[src/fspg_pkg.sv]
// Package of constants and types for the flash self-program guard.
package fspg_pkg;

  // ****************************************************************
  // Lock field encodings, 1 means unprogrammed.
  // ****************************************************************
  localparam logic [1:0] LOCK_MODE1  = 2'h3;
  localparam logic [1:0] LOCK_MODE2  = 2'h2;
  localparam logic [1:0] LOCK_MODE3  = 2'h0;
  localparam logic [1:0] LOCK_MODE4  = 2'h1;
  localparam logic [1:0] LOCK_RESET  = 2'h3;

  // ****************************************************************
  // Store operation kinds.
  // ****************************************************************
  typedef enum logic [1:0] {
    FSPG_OP_ERASE,
    FSPG_OP_WRITE,
    FSPG_OP_LOCK,
    FSPG_OP_REENABLE
  } fspg_op_t;

  typedef enum logic [1:0] {
    FSPG_IDLE,
    FSPG_BUSY_CONC,
    FSPG_BUSY_HALT
  } fspg_state_t;

endpackage

[src/fspg_guard.sv]
// Access guard for flash self-programming: section decode, locks, halt and busy flag.
`timescale 1ns/1ps
module fspg_guard #(
  parameter int AW = 15,
  parameter int CONC_END = 15'h3800
)
(
  input  wire logic               i_ref_clk,
  input  wire logic               i_rstn,
  input  wire logic [AW-1:0]      i_boot_start,
  input  wire logic [AW-1:0]      i_fetch_addr,
  input  wire logic               i_vectors_in_boot,
  input  wire logic               i_store_req,
  input  wire fspg_pkg::fspg_op_t i_store_op,
  input  wire logic [AW-1:0]      i_store_addr,
  input  wire logic [3:0]         i_lock_data,
  input  wire logic               i_load_req,
  input  wire logic [AW-1:0]      i_load_addr,
  input  wire logic               i_flash_done,
  input  wire logic               i_chip_erase,
  output logic                    o_flash_start,
  output fspg_pkg::fspg_op_t      o_flash_op,
  output logic [AW-1:0]           o_flash_addr,
  output logic                    o_store_refused,
  output logic                    o_load_allowed,
  output logic                    o_cpu_halt,
  output logic                    o_conc_read_block,
  output logic                    o_concurrent_busy_flag,
  output logic                    o_irq_disable,
  output logic [1:0]              o_application_lock_field,
  output logic [1:0]              o_boot_lock_field
);

  typedef struct packed {
    fspg_pkg::fspg_state_t st;
    logic                  start;
    fspg_pkg::fspg_op_t    op;
    logic [AW-1:0]         addr;
    logic                  refused;
    logic                  load_ok;
    logic                  halt;
    logic                  block;
    logic                  busy;
    logic                  irq_dis;
    logic [1:0]            app_lock;
    logic [1:0]            boot_lock;
  } fspg_regs_t;

  fspg_regs_t r_q;
  fspg_regs_t r_d;

  // ****************************************************************
  // Section decode helpers.
  // ****************************************************************
  // Boot section is at or above the fuse boundary.
  function automatic logic in_boot(input logic [AW-1:0] a, input logic [AW-1:0] b);
    in_boot = (a >= b);
  endfunction

  // Fixed boundary; the boot start may never fall below it.
  function automatic logic in_conc(input logic [AW-1:0] a);
    in_conc = (a < AW'(CONC_END));
  endfunction

  // Lock modes 2 and 3 forbid stores into the section.
  function automatic logic write_locked(input logic [1:0] f);
    write_locked = (f == fspg_pkg::LOCK_MODE2) || (f == fspg_pkg::LOCK_MODE3);
  endfunction

  // Lock modes 3 and 4 forbid loads issued from code in the other section.
  function automatic logic read_locked(input logic [1:0] f);
    read_locked = (f == fspg_pkg::LOCK_MODE3) || (f == fspg_pkg::LOCK_MODE4);
  endfunction

  logic [AW-1:0] boot_start;
  logic          fetch_boot;
  logic          tgt_boot;
  logic          store_lock;
  logic          load_lock;

  always_comb
  begin
    // Clamp keeps the boot section inside the halting section.
    boot_start = (i_boot_start < AW'(CONC_END)) ? AW'(CONC_END) : i_boot_start;
    fetch_boot = in_boot(i_fetch_addr, boot_start);
    tgt_boot   = in_boot(i_store_addr, boot_start);
    // General lock bits play no part here.
    if (tgt_boot)
      store_lock = write_locked(r_q.boot_lock);
    else
      store_lock = write_locked(r_q.app_lock);
    if (in_boot(i_load_addr, boot_start))
      load_lock = !fetch_boot && read_locked(r_q.boot_lock);
    else
      load_lock = fetch_boot && read_locked(r_q.app_lock);
  end

  // ****************************************************************
  // Next-state logic.
  // ****************************************************************
  always_comb
  begin
    r_d         = r_q;
    r_d.start   = 1'b0;
    r_d.refused = 1'b0;
    // A read-locked load, or a load of the concurrent section while the read block is set, is not returned.
    r_d.load_ok = i_load_req && !load_lock && !(r_q.block && in_conc(i_load_addr));
    if (fetch_boot)
      r_d.irq_dis = !i_vectors_in_boot && read_locked(r_q.boot_lock);
    else
      r_d.irq_dis = i_vectors_in_boot && read_locked(r_q.app_lock);
    case (r_q.st)
      fspg_pkg::FSPG_IDLE:
      begin
        if (i_store_req)
        begin
          if (!fetch_boot)
            r_d.refused = 1'b1;
          else if (i_store_op == fspg_pkg::FSPG_OP_LOCK)
          begin
            // Writing a one keeps a bit; only zeros take effect.
            r_d.app_lock  = r_q.app_lock & i_lock_data[1:0];
            r_d.boot_lock = r_q.boot_lock & i_lock_data[3:2];
          end
          else if (i_store_op == fspg_pkg::FSPG_OP_REENABLE)
          begin
            r_d.busy  = 1'b0;
            r_d.block = 1'b0;
          end
          else if (store_lock)
            r_d.refused = 1'b1;
          else
          begin
            // Any page, boot pages included.
            r_d.start = 1'b1;
            r_d.op    = i_store_op;
            r_d.addr  = i_store_addr;
            if (in_conc(i_store_addr))
            begin
              r_d.st    = fspg_pkg::FSPG_BUSY_CONC;
              r_d.block = 1'b1;
              r_d.busy  = 1'b1;
            end
            else
            begin
              r_d.st   = fspg_pkg::FSPG_BUSY_HALT;
              r_d.halt = 1'b1;
            end
          end
        end
      end
      fspg_pkg::FSPG_BUSY_CONC:
      begin
        // Block and busy flag stay until software re-enables.
        if (i_flash_done)
          r_d.st = fspg_pkg::FSPG_IDLE;
      end
      fspg_pkg::FSPG_BUSY_HALT:
      begin
        if (i_flash_done)
        begin
          r_d.st   = fspg_pkg::FSPG_IDLE;
          r_d.halt = 1'b0;
        end
      end
      default:
        r_d.st = fspg_pkg::FSPG_IDLE;
    endcase
    if (i_chip_erase)
    begin
      r_d.app_lock  = fspg_pkg::LOCK_RESET;
      r_d.boot_lock = fspg_pkg::LOCK_RESET;
    end
  end

  always_ff @(posedge i_ref_clk or negedge i_rstn)
  begin
    if (!i_rstn)
    begin
      r_q           <= '0;
      r_q.st        <= fspg_pkg::FSPG_IDLE;
      r_q.op        <= fspg_pkg::FSPG_OP_ERASE;
      r_q.app_lock  <= fspg_pkg::LOCK_RESET;
      r_q.boot_lock <= fspg_pkg::LOCK_RESET;
    end
    else
      r_q <= r_d;
  end

  assign o_flash_start            = r_q.start;
  assign o_flash_op               = r_q.op;
  assign o_flash_addr             = r_q.addr;
  assign o_store_refused          = r_q.refused;
  assign o_load_allowed           = r_q.load_ok;
  assign o_cpu_halt               = r_q.halt;
  assign o_conc_read_block        = r_q.block;
  assign o_concurrent_busy_flag   = r_q.busy;
  assign o_irq_disable            = r_q.irq_dis;
  assign o_application_lock_field = r_q.app_lock;
  assign o_boot_lock_field        = r_q.boot_lock;

  // A store that the locks must judge: idle, issued from boot code, erase or write.
  logic judged_store;
  assign judged_store = (r_q.st == fspg_pkg::FSPG_IDLE) && i_store_req && fetch_boot &&
                        (i_store_op == fspg_pkg::FSPG_OP_ERASE || i_store_op == fspg_pkg::FSPG_OP_WRITE);
endmodule // fspg_guard

[config.mk]
export PLATFORM = sky130hd
export DESIGN_NAME = fspg_guard
export DESIGN_NICKNAME = d
export VERILOG_FILES = /design/src/fspg_pkg.sv /design/src/fspg_guard.sv
export SDC_FILE = /design/constraint.sdc
export NUM_CORES = 1
export LEC_CHECK = 0
export ABC_CLOCK_PERIOD_IN_PS = 2100
export BUFFER_PORTS_ARGS = -buffer_cell sky130_fd_sc_hd__buf_2
export CAP_MARGIN = 30
export CORE_UTILIZATION = 46
export CTS_BUF_LIST = sky130_fd_sc_hd__clkbuf_4 sky130_fd_sc_hd__clkbuf_8
export CTS_CLUSTER_SIZE = 20
export DETAILED_ROUTE_END_ITERATION = 8
export GPL_TIMING_DRIVEN = 0
export PLACE_DENSITY = 0.85
export SLEW_MARGIN = 10
export SYNTH_ARGS = -nofsm -noshare
export SYNTH_HDL_FRONTEND = slang
export SYNTH_SLANG_ARGS = --single-unit
[constraint.sdc]
create_clock -name i_ref_clk -period 2.1 [get_ports i_ref_clk]
set_input_delay 0.42 -clock i_ref_clk [delete_from_list [all_inputs] [get_ports i_ref_clk]]
set_output_delay 0.42 -clock i_ref_clk [all_outputs]
set_load 0.02 [all_outputs]
# Word level (Yosys, flattened, before mapping)
# Cells that the tools add are included.
[word_totals]
regBits = 30
latchBits = 0
ram_bits = 0
romBits = 0
out_inout_bits = 28
word_cells = 100
memories = 0
[op_classes]
n_addsub = 0
mul = 0
div = 0
order_cmp = 6
eq_ne = 17
n_shift = 0
mux = 30
bitwise = 5
n_reduce_logical = 30
[ops]
columns = ["cell", "count"]
rows = [
  ["$mux 21", 3],
  ["$ge 15x15->1", 3],
  ["$lt 15x14->1 const B", 3],
  ["$mux 20", 2],
  ["$mux 4", 5],
  ["$mux 19", 1],
  ["$reduce_and 6->1", 3],
  ["$mux 15", 1],
  ["$ne 2x2->1 const B", 7],
  ["$mux 3", 4],
  ["$reduce_bool 2->1", 6],
  ["$eq 2x2->1 const B", 5],
  ["$mux 1", 8],
  ["$mux 2", 4],
  ["$reduce_and 8->1", 1],
  ["$logic_and 1x1->1", 7],
  ["$eq 2x1->1 const B", 3],
  ["$logic_not 2->1", 3],
  ["$and 2x2->2", 2],
  ["$logic_not 1->1", 4],
  ["$logic_or 1x1->1", 4],
  ["$ne 2x1->1 const B", 2],
  ["$pmux 2 s2", 1],
  ["$reduce_and 4->1", 1],
  ["other kinds (3)", 5],
]

# Longest topological paths before layout
[logic_depth]
depth_word = 10
ltp_mapped = 13
ltp_nobuf = 11

# Worst setup path before layout
# OpenSTA, ideal clock, no wires.
[synth_timing]
path_kind = "in2reg"
startpoint = "input port i_boot_start[14]"
endpoint = "register r_q (netlist bit o_flash_addr[3])"
setup_ps = 125
arrival_time_ps = 3035
slack_ps = -1061
cell_stages = 13
path_buffers = 2
cell_sequence = "inv_1 -> nand2_1 -> clkbuf_1 -> nand2_1 -> ha_1 -> a21o_1 -> a221o_1 -> a21oi_2 -> o211a_4 -> o21ai_4 -> nor3_4 -> buf_8 -> mux2_4"
[synth_between]
elab_chain_len = 6
word_cells_on_any_way = 7
cone_classes = "order compare: 3; mux: 2; bitwise: 1; reduce/logical: 1"
[synth_lines]
columns = ["item", "line_no", "text"]
rows = [
  ["start, declared", "fspg_guard.sv:10", "input wire logic [AW-1:0] i_boot_start,"],
  ["$lt 15x14->1", "fspg_guard.sv:84", "boot_start = (i_boot_start < AW'(CONC_END)) ? AW'(CONC_END) : i_boot_start;"],
  ["$mux 15 (*)", "fspg_guard.sv:84", ""],
  ["$ge 15x15->1", "fspg_guard.sv:57", "in_boot = (a >= b);"],
  ["$mux 1", "fspg_guard.sv:88", "if (tgt_boot)"],
  ["$not 1->1 (no source line)", "n/a", ""],
  ["$reduce_and 6->1 (no source line) (*)", "n/a", ""],
  ["end signal, assigned", "fspg_guard.sv:187", "r_q <= r_d;"],
  ["end, declared", "fspg_guard.sv:49", "fspg_regs_t r_q;"],
]
# Every way passes the cells marked *; elsewhere a longest branch is shown, timed or not.
# A chain may end at the register's enable or synchronous reset.

# Worst setup path in the final report
[layout_timing]
startpoint = "input port i_boot_start[14]"
endpoint = "register r_q (netlist bit o_flash_addr[12])"
# The elaborated chain is that of the path after synthesis.

==> qor.yml <==
status: "complete, but fails checks"
violations: "negative setup slack"
synth_edf_count: 0
syn-cell-area_um2: 2486
die_x_um: 75.52
synthArstFlopShare: 1.000
drt_iter0_drc: 67
n_antenna_cell: 0
ys_ff_latch: 29
ys_top_cells_by_area: "dfrtp_1, ha_1, buf_4"
stdcell_area_um2: 3679
synthFlopType: "dfrtp_1"
p_per_area_nw_per_um2: 866.3
wire_per_inst_um: 15.15
final_cells: 454
holdBufCountCts: 0
cts_made_buffers: 5
dp_cells: 425
final_nets: 503
yosysTopAreaCell: "dfrtp_1"
antenna_found_initial: 0
cp-start-kind: "input port"
relSlewSlack: 0.5432
die_area_um2: 5703
clk_root_buffer_cell: "clkbuf_8"
firstDrtPassIters: 4
drc: 0
ir_worst_vdd_uv: 571.4
coreArea_um2: 5140
overflow: 0
io_pins: 101
ant_nets: 0
finalSetupTns_ns: -14.19
grt_pass1_vias: 2285
layout_setup_ws_ns: -0.6481
clk-insertion-delay-late_ns: 0.28
crit_type: "in -> reg"
clkTransAtPathRegs_ns: 0.07
cts.sinks: 29
syn_to_final_growth_pct: 47.96
synth_top_area_share: 0.2516
yosysWarnings: 0
seq_area_frac_synth: 0.2939
fillCellCount: 401
vias: 2364
final_max_slew_viol_count: 0
finalHoldViolations: 0
routed_wl_um: 6877
synth_cell_types: 42
cts_tree: "done"
dp_hpwl_um: 5116
cp_data_required_time_ns: 2.27
worstMarginPinSlew_ns: 0.6851
grt_first_pass_wirelength_um: 10580
fin_crit_ns: 2.748
globalplace.congestion: 0.8862
cts.htree.levels: 2
grtUsageTotal: 0.2506
dpl-instance-area_um2: 3193
vias_per_cell: 5.207
synthCells: 255
fp.dieH_um: 75.52
rsz0062_at_grt: "true"
worstPathArrival_ns: 2.92
maxCapViolations: 0
hp-class: "in -> async"
grt_max_degree: 30
syn_avg_cell_area_um2: 9.750
initial_core_util: 0.4837
final-setup-viol-count: 28
io_buffers: 100
power_mw: 3.187
synth_fp_nets: 375
rows: 26
fmax_mhz: 363.9
fin_worst_skew_ns: 0.005710
drive_above_1_share: 0.5521
cp-end-kind: "flop"
leakage_nw: 1.870
final.period_utilization: 1.309
path_max_fanout: 6
cts.path.max_buffers: 2
==> placed cells by master, fill, tap and decap left out, drive strengths merged, types with 2 or more instances in the layout <==
| cell type | instances |
|---|---|
| nand2 | 27 |
| nor3 | 6 |
| clkbuf | 7 |
| nand4 | 5 |
| a21oi | 19 |
| o21bai | 2 |
| mux2 | 16 |
| nand2b | 4 |
| inv | 10 |
| dfrtp | 25 |
| o31ai | 3 |
| and3 | 2 |
| bufinv | 2 |
| o211a | 2 |
| and2 | 3 |
| a31oi | 2 |
| nand3 | 3 |
| dfstp | 4 |
| ha | 47 |
| buf | 143 |
| a211oi | 5 |
| nor2b | 6 |
| o21ai | 17 |
| nor2 | 10 |
==> what timing repair did <==
item                       4_1_cts  5_1_grt
setup buffers                   15        6
gates resized for setup         24       18
pin swaps                       13        3
setup endpoints to repair       28       29
cloned                           1        0
==> where the power goes <==
group | internal, mW | switching [mW]
Sequential | 0.759 | 0.115
Clock | 0.471 | 0.225
Combinational | 0.822 | 0.795
==> path summary, 6_finish.rpt <==
kind | depth (start not counted) | end | slack, ns | start
max in group asynchronous | 1 | o_flash_addr[4] | 1.48 | i_rstn
hold reg to reg | 2 | o_boot_lock_field[1] | 0.51 | o_boot_lock_field[1]
setup / recovery | 16 | o_flash_addr[12] | -0.65 | i_boot_start[14]
hold / removal | 1 | o_irq_disable | 0.17 | i_rstn
setup reg to reg | 8 | o_flash_addr[12] | 0.01 | o_boot_lock_field[0]
min in group i_ref_clk | 2 | o_boot_lock_field[1] | 0.38 | i_chip_erase
==> routing by layer <==
| layer | share of wire | wire length [µm] | vias up | global-route usage |
|---|---|---|---|---|
| li1 | - | - | 1165 | - |
| met1 | 0.42 | 2917 | 1099 | 0.3026 |
| met2 | 0.49 | 3360 | 81 | 0.4276 |
| met3 | 0.057 | 391 | 19 | 0.06481 |
| met4 | 0.030 | 208 | 0 | 0.09877 |
| met5 | 0 | 0 | - | 0 |
==> through the flow <==
step / hold slack (ns) / setup slack (ns) / util
2_1_floorplan: 0.1244 / -0.8629 / -
3_3_place_gp: 0.4899 / -1.366 / 0.6212
3_5_place_dp: 0.4921 / -1.396 / 0.6212
4_1_cts: 0.1914 / -0.6460 / 0.6916
5_1_grt: 0.2236 / -0.7430 / 0.7157
6_report: 0.1744 / -0.6481 / 0.7157
==> cell type report <==
class	instances	area, µm²	share of cell area
sequential	29	730.7	0.1986
timing repair buffer	121	700.7	0.1905
buffer	24	205.2	0.05578
inverter	11	45.04	0.01224
multi-input combinational	191	1775	0.4827
clock inverter	3	65.06	0.01769
tap	70	87.58	0.02381
clock buffer	5	68.82	0.01871
==> state kept, by name, summed over array words and instances (netlist names) <==
| register | count |
|---|---|
| o_flash_op | 2 |
| o_application_lock_field | 2 |
| r_q | 2 |
| o_flash_start | 1 |
| o_cpu_halt | 1 |
| o_boot_lock_field | 2 |
| o_load_allowed | 1 |
| o_conc_read_block | 1 |
| o_store_refused | 1 |
| o_flash_addr | 15 |
| o_irq_disable | 1 |
==> critical path, cell delays in order <==
cell and delay [ns]:
buf_6 0.07, clkinvlp_4 0.13, nand2_4 0.10, buf_4 0.12, clkbuf_8 0.13, nand2_2 0.08
ha_1 0.29, a21oi_1 0.14, o21ai_1 0.10, a21oi_2 0.21, o211a_4 0.22, o21ai_4 0.07
nor3_4 0.25, buf_6 0.15, buf_6 0.12, mux2_4 0.30
==> logic make-up after synthesis <==
group / after synthesis / share of synthesized area
flops: 29 / 0.2939
compound gates: 58 / 0.1540
mux: 17 / 0.08707
buf+inv: 35 / 0.09059
simple gates: 69 / 0.1379
fa+ha+maj: 47 / 0.2365
==> Yosys cell counts, types with 4 or more instances <==
| master | count |
|---|---|
| ha_1 | 47 |
| nand2_1 | 27 |
| dfrtp_1 | 25 |
| buf_4 | 22 |
| a21oi_1 | 18 |
| o21ai_0 | 15 |
| inv_1 | 11 |
| nor2_1 | 10 |
| mux2_2 | 9 |
| mux2_4 | 7 |
| nor2b_1 | 6 |
| a211oi_1 | 5 |
| nand4_1 | 5 |
| nor3_1 | 5 |
| dfstp_2 | 4 |
| nand2b_1 | 4 |
(Power assumes the default switching activity.)
